<file path="src/tmr_pkg.sv">
// constants, register map and field layouts of the timer block
// shared by the timer top, its prescaler and its testbench
package tmr_pkg;
  localparam int CNT_W  = 16;
  localparam int ADDR_W = 8;

  // register byte offsets, one aligned 32-bit word each
  localparam logic [7:0] OFF_CTRL   = 8'h00;
  localparam logic [7:0] OFF_OUTCTL = 8'h04;
  localparam logic [7:0] OFF_PRESC  = 8'h08;
  localparam logic [7:0] OFF_CMP    = 8'h0c;
  localparam logic [7:0] OFF_COUNT  = 8'h10;
  localparam logic [7:0] OFF_CAP0   = 8'h14;
  localparam logic [7:0] OFF_CAP1   = 8'h18;
  localparam logic [7:0] OFF_STAT   = 8'h1c;

  localparam logic [1:0] RESP_OKAY   = 2'h0;
  localparam logic [1:0] RESP_SLVERR = 2'h2;

  // valid edge selection codes
  localparam logic [1:0] EDGE_NONE = 2'h0;
  localparam logic [1:0] EDGE_RISE = 2'h1;
  localparam logic [1:0] EDGE_FALL = 2'h2;
  localparam logic [1:0] EDGE_BOTH = 2'h3;

  typedef struct packed {
    logic pin_out;    // shared pin drives timer output
    logic cap_en;     // capture on primary edge
    logic edge_count; // primary edge is the count clock
    logic oneshot;    // one-shot pulse output mode
    logic run;        // counter operation enable
  } ctrl_s;

  typedef struct packed {
    logic toe;  // timer output enable
    logic lvs;  // output level set
    logic lvr;  // output level reset
    logic trig; // one-shot trigger
  } outctl_s;

  typedef struct packed {
    logic [1:0] edge1_sel;
    logic [1:0] edge0_sel;
    logic [1:0] div_sel;
  } presc_s;

  typedef struct packed {
    logic os_act;
    logic lvl;
    logic in1_lvl;
    logic in0_lvl;
  } stat_s;

  localparam ctrl_s       CTRL_RST  = '0;
  localparam presc_s      PRESC_RST = '0;
  localparam logic [15:0] CMP_RST   = 16'hffff;

  // divider mask per prescaler selection: 1, 4, 16, 64
  function automatic logic [5:0] div_mask(input logic [1:0] sel);
    case (sel)
      2'h0:    div_mask = 6'h00;
      2'h1:    div_mask = 6'h03;
      2'h2:    div_mask = 6'h0f;
      default: div_mask = 6'h3f;
    endcase
  endfunction
endpackage

</file>
<file path="src/count_prescaler.sv">
// free-running prescaler that makes the count clock tick
// assumes one clock domain; tick is high for one cycle in each division period, so always high at divide 1
`timescale 1ns/1ps
module count_prescaler (
  input  wire logic       aclk,    // clock
  input  wire logic       aresetn, // sync reset, low
  input  wire logic [1:0] div_sel, // division select
  output logic            tick     // count clock pulse
);
  logic [5:0] div_r;
  logic       tick_r;
  wire  [5:0] mask_w = tmr_pkg::div_mask(div_sel);

  assign tick = tick_r;

  // runs even while stopped so filters keep sampling
  always_ff @(posedge aclk) begin
    if (!aresetn) begin
      div_r  <= 6'h00;
      tick_r <= 1'b0;
    end else begin
      div_r  <= div_r + 6'h01;
      tick_r <= ((div_r & mask_w) == mask_w);
    end
  end
endmodule

</file>
<file path="src/edge_filter.sv">
// two-sample noise filter and valid edge detector for one pin
// pin is asynchronous; smp selects the sampling clock enable
`timescale 1ns/1ps
module edge_filter (
  input  wire logic       aclk,    // clock
  input  wire logic       aresetn, // sync reset, low
  input  wire logic       pin,     // raw pin level
  input  wire logic       smp,     // sampling strobe
  input  wire logic       en,      // counter operation on
  input  wire logic [1:0] sel,     // valid edge select
  output logic            lvl,     // filtered level
  output logic            edge_o   // valid edge pulse
);
  logic meta_r, sync_r, s1_r, s2_r, prev_r, edge_r;

  // two successive equal samples qualify a level
  wire match_w = (s1_r == s2_r);
  wire chg_w   = en && smp && match_w && (s2_r != prev_r);
  wire rise_w  = chg_w && s2_r;
  wire fall_w  = chg_w && !s2_r;

  assign lvl    = prev_r;
  assign edge_o = edge_r;

  // prev only follows while enabled: a stop freezes the old level
  always_ff @(posedge aclk) begin
    if (!aresetn) begin
      meta_r <= 1'b0;
      sync_r <= 1'b0;
      s1_r   <= 1'b0;
      s2_r   <= 1'b0;
      prev_r <= 1'b0;
      edge_r <= 1'b0;
    end else begin
      meta_r <= pin;
      sync_r <= meta_r;
      if (smp) begin
        s1_r <= sync_r;
        s2_r <= s1_r;
      end
      if (en && smp && match_w)
        prev_r <= s2_r;
      edge_r <= (rise_w && sel[0]) || (fall_w && sel[1]);
    end
  end

  filt_pass_a: assert property (@(posedge aclk) disable iff (!aresetn)
    edge_r |-> $past(smp && match_w && en))
    else $error("edge reported without two matching samples");
  rise_det_a: assert property (@(posedge aclk) disable iff (!aresetn)
    (en && smp && match_w && s2_r && !prev_r && sel[0]) |=> edge_r)
    else $error("rising level change at enable not reported");
  fall_det_a: assert property (@(posedge aclk) disable iff (!aresetn)
    (en && smp && match_w && !s2_r && prev_r && sel[1]) |=> edge_r)
    else $error("falling level change at enable not reported");
  edge_sel_a: assert property (@(posedge aclk) disable iff (!aresetn)
    edge_r |-> ($past(s2_r) ? $past(sel[0]) : $past(sel[1])))
    else $error("edge reported for an unselected direction");
endmodule

</file>
<file path="src/timer_oneshot_capture.sv">
// timer/event counter with one-shot output, two captures and AXI4-Lite
// assumes one clock aclk; pins are asynchronous and filtered inside
//
// The register addresses and the AXI4-Lite interface to the registers were decided locally.
`timescale 1ns/1ps
// What this block does
// - level bits accepted singly once output enabled
// - reset with high input gives rising edge
// - stopped high, enabled low gives falling edge
// - stopped low, enabled high gives rising edge
// - filter samples on aclk or count clock
// - capture needs two matching filtered samples
// - shared pin is capture input or output
// - one-shot trigger always reads zero
// - level set and reset read zero
module timer_oneshot_capture #(
  parameter int W = tmr_pkg::CNT_W
) (
  input  wire logic        aclk,               // clock, 40 MHz
  input  wire logic        aresetn,            // sync reset, low
  input  wire logic [7:0]  awaddr,             // write address
  input  wire logic        awvalid,            // write address valid
  output logic             awready,            // write address ready
  input  wire logic [31:0] wdata,              // write data
  input  wire logic [3:0]  wstrb,              // write strobes
  input  wire logic        wvalid,             // write data valid
  output logic             wready,             // write data ready
  output logic [1:0]       bresp,              // write response
  output logic             bvalid,             // write response valid
  input  wire logic        bready,             // write response ready
  input  wire logic [7:0]  araddr,             // read address
  input  wire logic        arvalid,            // read address valid
  output logic             arready,            // read address ready
  output logic [31:0]      rdata,              // read data
  output logic [1:0]       rresp,              // read response
  output logic             rvalid,             // read data valid
  input  wire logic        rready,             // read data ready
  input  wire logic        edge_input_primary, // primary edge input
  input  wire logic        shared_port_pin_i,  // shared pin level in
  output logic             shared_port_pin_o,  // timer output level
  output logic             shared_port_pin_oe  // timer output drive
);
  typedef enum logic {OS_IDLE, OS_PULSE} os_state_e;

  // bus side state
  logic [7:0]  aw_addr_r;
  logic [31:0] w_data_r;
  logic [3:0]  w_strb_r;
  logic        aw_have_r, w_have_r;
  logic        awready_r, wready_r, bvalid_r, arready_r, rvalid_r;
  logic [1:0]  bresp_r, rresp_r;
  logic [31:0] rdata_r;

  // timer state
  tmr_pkg::ctrl_s  ctrl_r;
  tmr_pkg::presc_s presc_r;
  logic [W-1:0]    cmp_r, count_r, cap0_r, cap1_r;
  logic            toe_r, lvl_r, pin_o_r, pin_oe_r;
  os_state_e       os_r;

  // sub-block outputs
  logic            presc_tick, edge0, edge1, lvl0, lvl1;

  // write channel handshake
  wire aw_take = awvalid && awready_r;
  wire w_take  = wvalid && wready_r;
  wire do_wr   = aw_have_r && w_have_r && !bvalid_r;
  wire aw_have_nxt = (aw_have_r || aw_take) && !do_wr;
  wire w_have_nxt  = (w_have_r || w_take) && !do_wr;

  // write address decode
  wire hit_ctrl   = (aw_addr_r == tmr_pkg::OFF_CTRL);
  wire hit_outctl = (aw_addr_r == tmr_pkg::OFF_OUTCTL);
  wire hit_presc  = (aw_addr_r == tmr_pkg::OFF_PRESC);
  wire hit_cmp    = (aw_addr_r == tmr_pkg::OFF_CMP);
  wire hit_ro     = (aw_addr_r == tmr_pkg::OFF_COUNT) ||
                    (aw_addr_r == tmr_pkg::OFF_CAP0) ||
                    (aw_addr_r == tmr_pkg::OFF_CAP1) ||
                    (aw_addr_r == tmr_pkg::OFF_STAT);
  wire wr_ok = hit_ctrl || hit_outctl || hit_presc || hit_cmp || hit_ro;

  // control bits only need the low byte lane
  wire wr_ctrl   = do_wr && hit_ctrl && w_strb_r[0];
  wire wr_outctl = do_wr && hit_outctl && w_strb_r[0];
  wire wr_presc  = do_wr && hit_presc && w_strb_r[0];
  wire wr_cmp    = do_wr && hit_cmp;
  wire tmr_pkg::outctl_s oc_w =
    tmr_pkg::outctl_s'(w_data_r[$bits(tmr_pkg::outctl_s)-1:0]);

  // merge compare bytes under their strobes
  function automatic logic [W-1:0] merge_bytes(input logic [W-1:0] old,
                                               input logic [31:0] d,
                                               input logic [3:0]  s);
    logic [31:0] m;
    m = 32'(old);
    for (int i = 0; i < 4; i++)
      if (s[i]) m[i*8 +: 8] = d[i*8 +: 8];
    merge_bytes = m[W-1:0];
  endfunction

  always_ff @(posedge aclk) begin
    if (!aresetn) begin
      aw_have_r <= 1'b0;
      w_have_r  <= 1'b0;
      awready_r <= 1'b1;
      wready_r  <= 1'b1;
      aw_addr_r <= 8'h00;
      w_data_r  <= 32'h0000_0000;
      w_strb_r  <= 4'h0;
    end else begin
      aw_have_r <= aw_have_nxt;
      w_have_r  <= w_have_nxt;
      awready_r <= !aw_have_nxt;
      wready_r  <= !w_have_nxt;
      if (aw_take) aw_addr_r <= awaddr;
      if (w_take) begin
        w_data_r <= wdata;
        w_strb_r <= wstrb;
      end
    end
  end

  // write response, error for unmapped offsets
  always_ff @(posedge aclk) begin
    if (!aresetn) begin
      bvalid_r <= 1'b0;
      bresp_r  <= tmr_pkg::RESP_OKAY;
    end else if (do_wr) begin
      bvalid_r <= 1'b1;
      bresp_r  <= wr_ok ? tmr_pkg::RESP_OKAY : tmr_pkg::RESP_SLVERR;
    end else if (bready) begin
      bvalid_r <= 1'b0;
    end
  end

  // read channel: one read in flight, data registered
  wire ar_take   = arvalid && arready_r;
  wire rvalid_nx = ar_take || (rvalid_r && !rready);
  wire tmr_pkg::stat_s stat_w = '{os_act: (os_r == OS_PULSE), lvl: lvl_r,
                                  in1_lvl: lvl1, in0_lvl: lvl0};
  wire tmr_pkg::outctl_s oc_rd = '{toe: toe_r, lvs: 1'b0, lvr: 1'b0,
                                   trig: 1'b0};
  logic [31:0] rd_nxt;
  logic        rd_err;

  always_comb begin
    rd_nxt = 32'h0000_0000;
    rd_err = 1'b0;
    case (araddr)
      tmr_pkg::OFF_CTRL:   rd_nxt = 32'(ctrl_r);
      tmr_pkg::OFF_OUTCTL: rd_nxt = 32'(oc_rd);
      tmr_pkg::OFF_PRESC:  rd_nxt = 32'(presc_r);
      tmr_pkg::OFF_CMP:    rd_nxt = 32'(cmp_r);
      tmr_pkg::OFF_COUNT:  rd_nxt = 32'(count_r);
      tmr_pkg::OFF_CAP0:   rd_nxt = 32'(cap0_r);
      tmr_pkg::OFF_CAP1:   rd_nxt = 32'(cap1_r);
      tmr_pkg::OFF_STAT:   rd_nxt = 32'(stat_w);
      default:             rd_err = 1'b1;
    endcase
  end

  always_ff @(posedge aclk) begin
    if (!aresetn) begin
      rvalid_r  <= 1'b0;
      arready_r <= 1'b1;
      rdata_r   <= 32'h0000_0000;
      rresp_r   <= tmr_pkg::RESP_OKAY;
    end else begin
      rvalid_r  <= rvalid_nx;
      arready_r <= !rvalid_nx;
      if (ar_take) begin
        rdata_r <= rd_nxt;
        rresp_r <= rd_err ? tmr_pkg::RESP_SLVERR : tmr_pkg::RESP_OKAY;
      end
    end
  end

  // prescaler-selected count clock
  count_prescaler u_presc (
    .aclk    (aclk),
    .aresetn (aresetn),
    .div_sel (presc_r.div_sel),
    .tick    (presc_tick)
  );

  // edge counting samples on aclk, capture use on the count clock
  wire smp0 = ctrl_r.edge_count ? 1'b1 : presc_tick;
  // raw pin goes straight to the synchroniser; pin_out gates the capture

  edge_filter u_filt0 (
    .aclk    (aclk),
    .aresetn (aresetn),
    .pin     (edge_input_primary),
    .smp     (smp0),
    .en      (ctrl_r.run),
    .sel     (presc_r.edge0_sel),
    .lvl     (lvl0),
    .edge_o  (edge0)
  );

  edge_filter u_filt1 (
    .aclk    (aclk),
    .aresetn (aresetn),
    .pin     (shared_port_pin_i),
    .smp     (presc_tick),
    .en      (ctrl_r.run),
    .sel     (presc_r.edge1_sel),
    .lvl     (lvl1),
    .edge_o  (edge1)
  );

  // counting, trigger and capture decisions
  wire cnt_tick = ctrl_r.run && (ctrl_r.edge_count ? edge0 : presc_tick);
  wire trig     = wr_outctl && oc_w.trig && ctrl_r.oneshot && ctrl_r.run;
  wire os_end   = (os_r == OS_PULSE) && cnt_tick && (count_r == cmp_r);
  wire cap0_ev  = edge0 && ctrl_r.cap_en && !ctrl_r.edge_count;
  wire cap1_ev  = edge1 && !ctrl_r.pin_out;
  wire lvl_ok   = oc_w.toe || toe_r;
  wire lv_set   = wr_outctl && lvl_ok && oc_w.lvs && !oc_w.lvr;
  wire lv_clr   = wr_outctl && lvl_ok && oc_w.lvr && !oc_w.lvs;

  // software registers; prescaler writes are taken as given
  always_ff @(posedge aclk) begin
    if (!aresetn) begin
      ctrl_r  <= tmr_pkg::CTRL_RST;
      presc_r <= tmr_pkg::PRESC_RST;
      cmp_r   <= W'(tmr_pkg::CMP_RST);
      toe_r   <= 1'b0;
    end else begin
      if (wr_ctrl)
        ctrl_r <= tmr_pkg::ctrl_s'(w_data_r[$bits(tmr_pkg::ctrl_s)-1:0]);
      if (wr_presc)
        presc_r <= tmr_pkg::presc_s'(w_data_r[$bits(tmr_pkg::presc_s)-1:0]);
      if (wr_cmp) cmp_r <= merge_bytes(cmp_r, w_data_r, w_strb_r);
      if (wr_outctl) toe_r <= oc_w.toe;
    end
  end

  // counter, one-shot sequence and captures
  always_ff @(posedge aclk) begin
    if (!aresetn) begin
      count_r <= '0;
      cap0_r  <= '0;
      cap1_r  <= '0;
      os_r    <= OS_IDLE;
    end else begin
      if (trig) count_r <= '0;
      else if (cnt_tick) count_r <= count_r + W'(1);
      if (cap0_ev) cap0_r <= count_r;
      if (cap1_ev) cap1_r <= count_r;
      case (os_r)
        OS_IDLE:  if (trig) os_r <= OS_PULSE;
        OS_PULSE: if (!trig && (os_end || !ctrl_r.run)) os_r <= OS_IDLE; // retrigger wins
        default:  os_r <= OS_IDLE;
      endcase
    end
  end

  // output level: software set/clear beats the one-shot sequence
  always_ff @(posedge aclk) begin
    if (!aresetn) begin
      lvl_r    <= 1'b0;
      pin_o_r  <= 1'b0;
      pin_oe_r <= 1'b0;
    end else begin
      if (lv_set) lvl_r <= 1'b1;
      else if (lv_clr) lvl_r <= 1'b0;
      else if (trig) lvl_r <= 1'b1;
      else if (os_end) lvl_r <= 1'b0;
      pin_o_r  <= lvl_r && toe_r;
      pin_oe_r <= ctrl_r.pin_out;
    end
  end

  assign awready = awready_r;
  assign wready  = wready_r;
  assign bvalid  = bvalid_r;
  assign bresp   = bresp_r;
  assign arready = arready_r;
  assign rvalid  = rvalid_r;
  assign rdata   = rdata_r;
  assign rresp   = rresp_r;
  assign shared_port_pin_o  = pin_o_r;
  assign shared_port_pin_oe = pin_oe_r;

  // helper: remembers which offset the pending read came from
  logic [7:0] rd_addr_q;
  always_ff @(posedge aclk) begin
    if (!aresetn) rd_addr_q <= 8'h00;
    else if (ar_take) rd_addr_q <= araddr;
  end

  trig_rd_a: assert property (@(posedge aclk) disable iff (!aresetn)
    (rvalid_r && rd_addr_q == tmr_pkg::OFF_OUTCTL) |-> !rdata_r[0])
    else $error("trigger bit read back as one");
  level_rd_a: assert property (@(posedge aclk) disable iff (!aresetn)
    (rvalid_r && rd_addr_q == tmr_pkg::OFF_OUTCTL) |-> rdata_r[2:1] == 2'h0)
    else $error("level set or reset read back nonzero");
  level_set_a: assert property (@(posedge aclk) disable iff (!aresetn)
    (wr_outctl && toe_r && oc_w.toe && oc_w.lvs && !oc_w.lvr) |=> lvl_r ##1 pin_o_r)
    else $error("single level set not accepted with output enabled");
  level_clr_a: assert property (@(posedge aclk) disable iff (!aresetn)
    (wr_outctl && toe_r && oc_w.lvr && !oc_w.lvs) |=> !lvl_r ##1 !pin_o_r)
    else $error("single level reset not accepted with output enabled");
  pin_excl_a: assert property (@(posedge aclk) disable iff (!aresetn)
    $past(ctrl_r.pin_out) |-> $stable(cap1_r))
    else $error("second capture taken while pin is an output");
  count_edge_a: assert property (@(posedge aclk) disable iff (!aresetn)
    (ctrl_r.run && ctrl_r.edge_count && !edge0 && !trig) |=> $stable(count_r))
    else $error("edge count mode counted without a valid edge");

  cov_oneshot: cover property (@(posedge aclk) disable iff (!aresetn)
    trig ##[1:300] os_end);
  cov_cap0: cover property (@(posedge aclk) disable iff (!aresetn) cap0_ev);
  cov_cap1: cover property (@(posedge aclk) disable iff (!aresetn) cap1_ev);
  cov_rdwr: cover property (@(posedge aclk) disable iff (!aresetn)
    do_wr && ar_take);
endmodule

</file>
<file path="config.mk">
export PLATFORM = sky130hd
export DESIGN_NAME = timer_oneshot_capture
export DESIGN_NICKNAME = d
export VERILOG_FILES = /design/src/tmr_pkg.sv /design/src/count_prescaler.sv /design/src/edge_filter.sv /design/src/timer_oneshot_capture.sv
export SDC_FILE = /design/constraint.sdc
export NUM_CORES = 1
export LEC_CHECK = 0
export ABC_AREA = 1
export CAP_MARGIN = 20
export CORE_UTILIZATION = 40
export CTS_BUF_LIST = sky130_fd_sc_hd__clkbuf_8
export CTS_CLUSTER_SIZE = 8
export DETAILED_ROUTE_END_ITERATION = 12
export DONT_BUFFER_PORTS = 1
export RECOVER_POWER = 50
export REMOVE_ABC_BUFFERS = 1
export SYNTH_ARGS = -nofsm -noshare
export SYNTH_HDL_FRONTEND = slang
export SYNTH_HIERARCHICAL = 1
export SYNTH_SLANG_ARGS = --single-unit
</file>
<file path="constraint.sdc">
create_clock -name aclk -period 2.1 [get_ports aclk]
set_input_delay 0.105 -clock aclk [delete_from_list [all_inputs] [get_ports aclk]]
set_output_delay 0.105 -clock aclk [all_outputs]
set_load 0.02 [all_outputs]
</file>
==> out/qor.yml <==
nets: 1032
drtIter0Drc: 393
run_status: "completed"
cts_setup_buffers: 0
arrival_ns: 2.18
cts_buffer_depth: 2
clkTransAtPathRegs_ns: 0.09
antenna_found_initial: 0
fin_crit_sh: 0.869
p_total_uw: 5670
cp_num_buf_inv: 2
yosysSeqAreaShare: 0.446
gp_congestion: 0.815
cts_tree: "built"
core_area_um2: 16500
die-area_um2: 17300
rsz0062_at_grt: "false"
port_buffers: 0
route.detailed.drc: 0
required_ns: 2.46
crit_family: "buffers and inverters"
pin_count: 104
grt_max_degree: 105
grt_overflow_total: 0
start_util: 0.407
via_per_inst: 4.86
ctsHtreeMaxLevel: 4
grt_util_all_layers: 0.191
yosysUniqueCellTypes: 35
crit_chain: "nand2_1 -> clkinvlp_4 -> o21ai_0 -> a41oi_1 -> dlygate4sd3_1"
layout-drive-gt1-share: 0.0744
end_kind: "flop"
numCtsBuffers: 17
crit_slowest_cell: "dlygate4sd3_1"
setup_violations: 0
leakagePower_uw: 0.00328
finalWorstPathRequiredPeriod_ns: 1.82
wirelength_um: 15900
chipWidth_um: 132
dr.pass1.iters: 4
cellPowerDensity_nw_per_um2: 741
max-slew-margin-rel: 0.443
crit_path_max_fanout: 19
worstSetupPathType: "flop to flop"
fmax_mhz: 548
slew_violations: 0
start_kind: "flop"
drv_cap: 0
hold_path.class: "primary input to flop"
worstMarginPinSlew_ns: 0.835
finalSetupTns_ns: 0
dieHeight_um: 132
hold_viol: 0
synth_warnings: 6
first_global_vias: 5296
worst_clock_skew_ns: 0.0140
cts_root_buf: "clkbuf_8"
cpPeakStageDelay_ns: 0.57
cts_sinks: 150
irDropWorstVdd_mv: 0.462
grt_first_pass_wirelength_um: 26500
fill_cells: 1691
syn_area_um2: 6730
clk_latency_ns: 0.46
syn-instance-count: 939
diodes: 0
synth-seq-cells: 150
hpwl_um: 11000
synth.avg_cell_area_um2: 7.16
syn_to_final_growth_pct: 13.8
via_count: 5835
post_drt_wl_per_cell_um: 13.2
ant_nets: 0
rows: 47
-- synthesized netlist by cell type, drive strengths merged --
cell type | count | area (um2)
a21boi | 1 | 7.51
a21oi | 93 | 465
a41oi | 2 | 17.5
buf | 29 | 193
clkbuf | 27 | 101
clkinv | 3 | 11.3
conb | 1 | 3.75
dfxtp | 150 | 3000
ha | 2 | 25.0
inv | 108 | 405
nand2 | 191 | 749
nand3 | 78 | 418
nand3b | 2 | 18.8
nand4 | 4 | 25.0
nor2 | 100 | 427
nor3 | 10 | 72.6
o211ai | 15 | 113
o21a | 1 | 7.51
o21ai | 106 | 531
o21bai | 1 | 7.51
or2 | 2 | 12.5
xnor2 | 3 | 26.3
xor2 | 10 | 87.6
-- per-layer routing --
layer	global-route usage	vias up	wire, um	share of wire
met5	0	-	0	0
met4	0.0523	0	111	0.0070
met3	0.0478	9	798	0.050
met2	0.285	150	6700	0.42
met1	0.271	2612	8260	0.52
li1	-	3064	-	-
-- where the power goes --
group / internal, uW / switching (uW) / leakage (uW)
Sequential: 2910 / 58.8 / 0.00122
Clock: 1280 / 1050 / 0.000226
Combinational: 122 / 238 / 0.00183
Total: 4320 / 1350 / 0.00328
-- layout by cell type (no fill, tap or decap), types with 6 or more instances in the layout --
| cell | instances |
|---|---|
| nor2_1 | 89 |
| clkbuf_8 | 21 |
| o21ai_0 | 102 |
| nor3_1 | 8 |
| conb_1 | 18 |
| o211ai_1 | 15 |
| nand2_1 | 183 |
| nor2_2 | 8 |
| nand2_2 | 6 |
| dlygate4sd3_1 | 34 |
| xor2_1 | 10 |
| buf_4 | 10 |
| inv_1 | 106 |
| dfxtp_1 | 150 |
| nand3_1 | 74 |
| a21oi_1 | 93 |
-- cells by family after synthesis --
group / Yosys count / synth area share
AO/OA/AOI/OAI: 219 / 0.171
XOR/XNOR: 13 / 0.0169
adder cells (fa/ha/maj): 2 / 0.00372
buffers and inverters: 167 / 0.106
flip-flops: 150 / 0.446
other: 1 / 0.000557
AND/OR/NAND/NOR: 387 / 0.256
-- path summary, 6_finish.rpt --
path                   from        endpoint  slack, ns  depth (start not counted)
max                 arready        rresp[1]       0.28                          5
min                  wvalid     w_data_r[7]       0.03                          2
max reg2reg         arready        rresp[1]       0.28                          5
min reg2reg  u_filt1/meta_r  u_filt1/sync_r       0.41                          2
-- state kept, by name, indices dropped and copies added (netlist names), 2 cells and up --
name	count
aw_addr_r	8
cap0_r	16
cap1_r	16
cmp_r	16
count_r	16
ctrl_r	5
presc_r	6
rdata	16
u_presc/div_r	6
w_data_r	16
w_strb_r	2
-- area by class of cell --
cell class	instances	area [um2]	share of cell area
clock buffer	21	289	0.0378
clock inverter	10	129	0.0168
inverter	111	420	0.0549
multi-input combinational	639	3080	0.402
sequential	150	3000	0.392
tap	220	275	0.0360
timing repair buffer	50	462	0.0603
-- stage by stage --
| step | std cells | worst slack, ns | instance area [um2] | util | hold WS (ns) |
|---|---|---|---|---|---|
| 4_1_cts | 1201 | 0.0880 | 7670 | 0.464 | 0.00928 |
| 3_3_place_gp | 1135 | 0.380 | 6890 | 0.417 | 0.202 |
| 6_report | 1201 | 0.276 | 7650 | 0.463 | 0.0256 |
| 2_1_floorplan | 900 | 0.477 | 6500 | - | 0.190 |
| 3_5_place_dp | 1135 | 0.354 | 6890 | 0.417 | 0.208 |
| 5_1_grt | 1201 | 0.0668 | 7650 | 0.463 | 0.0364 |
-- repair_timing --
item / 4_1_cts / 5_1_grt
endpoints found under the hold margin: 112 / 0
setup endpoints to repair: 0 / 1
hold buffers: 35 / 0
resized for setup: 0 / 1
Note: power is estimated with default switching activity, not from simulation.
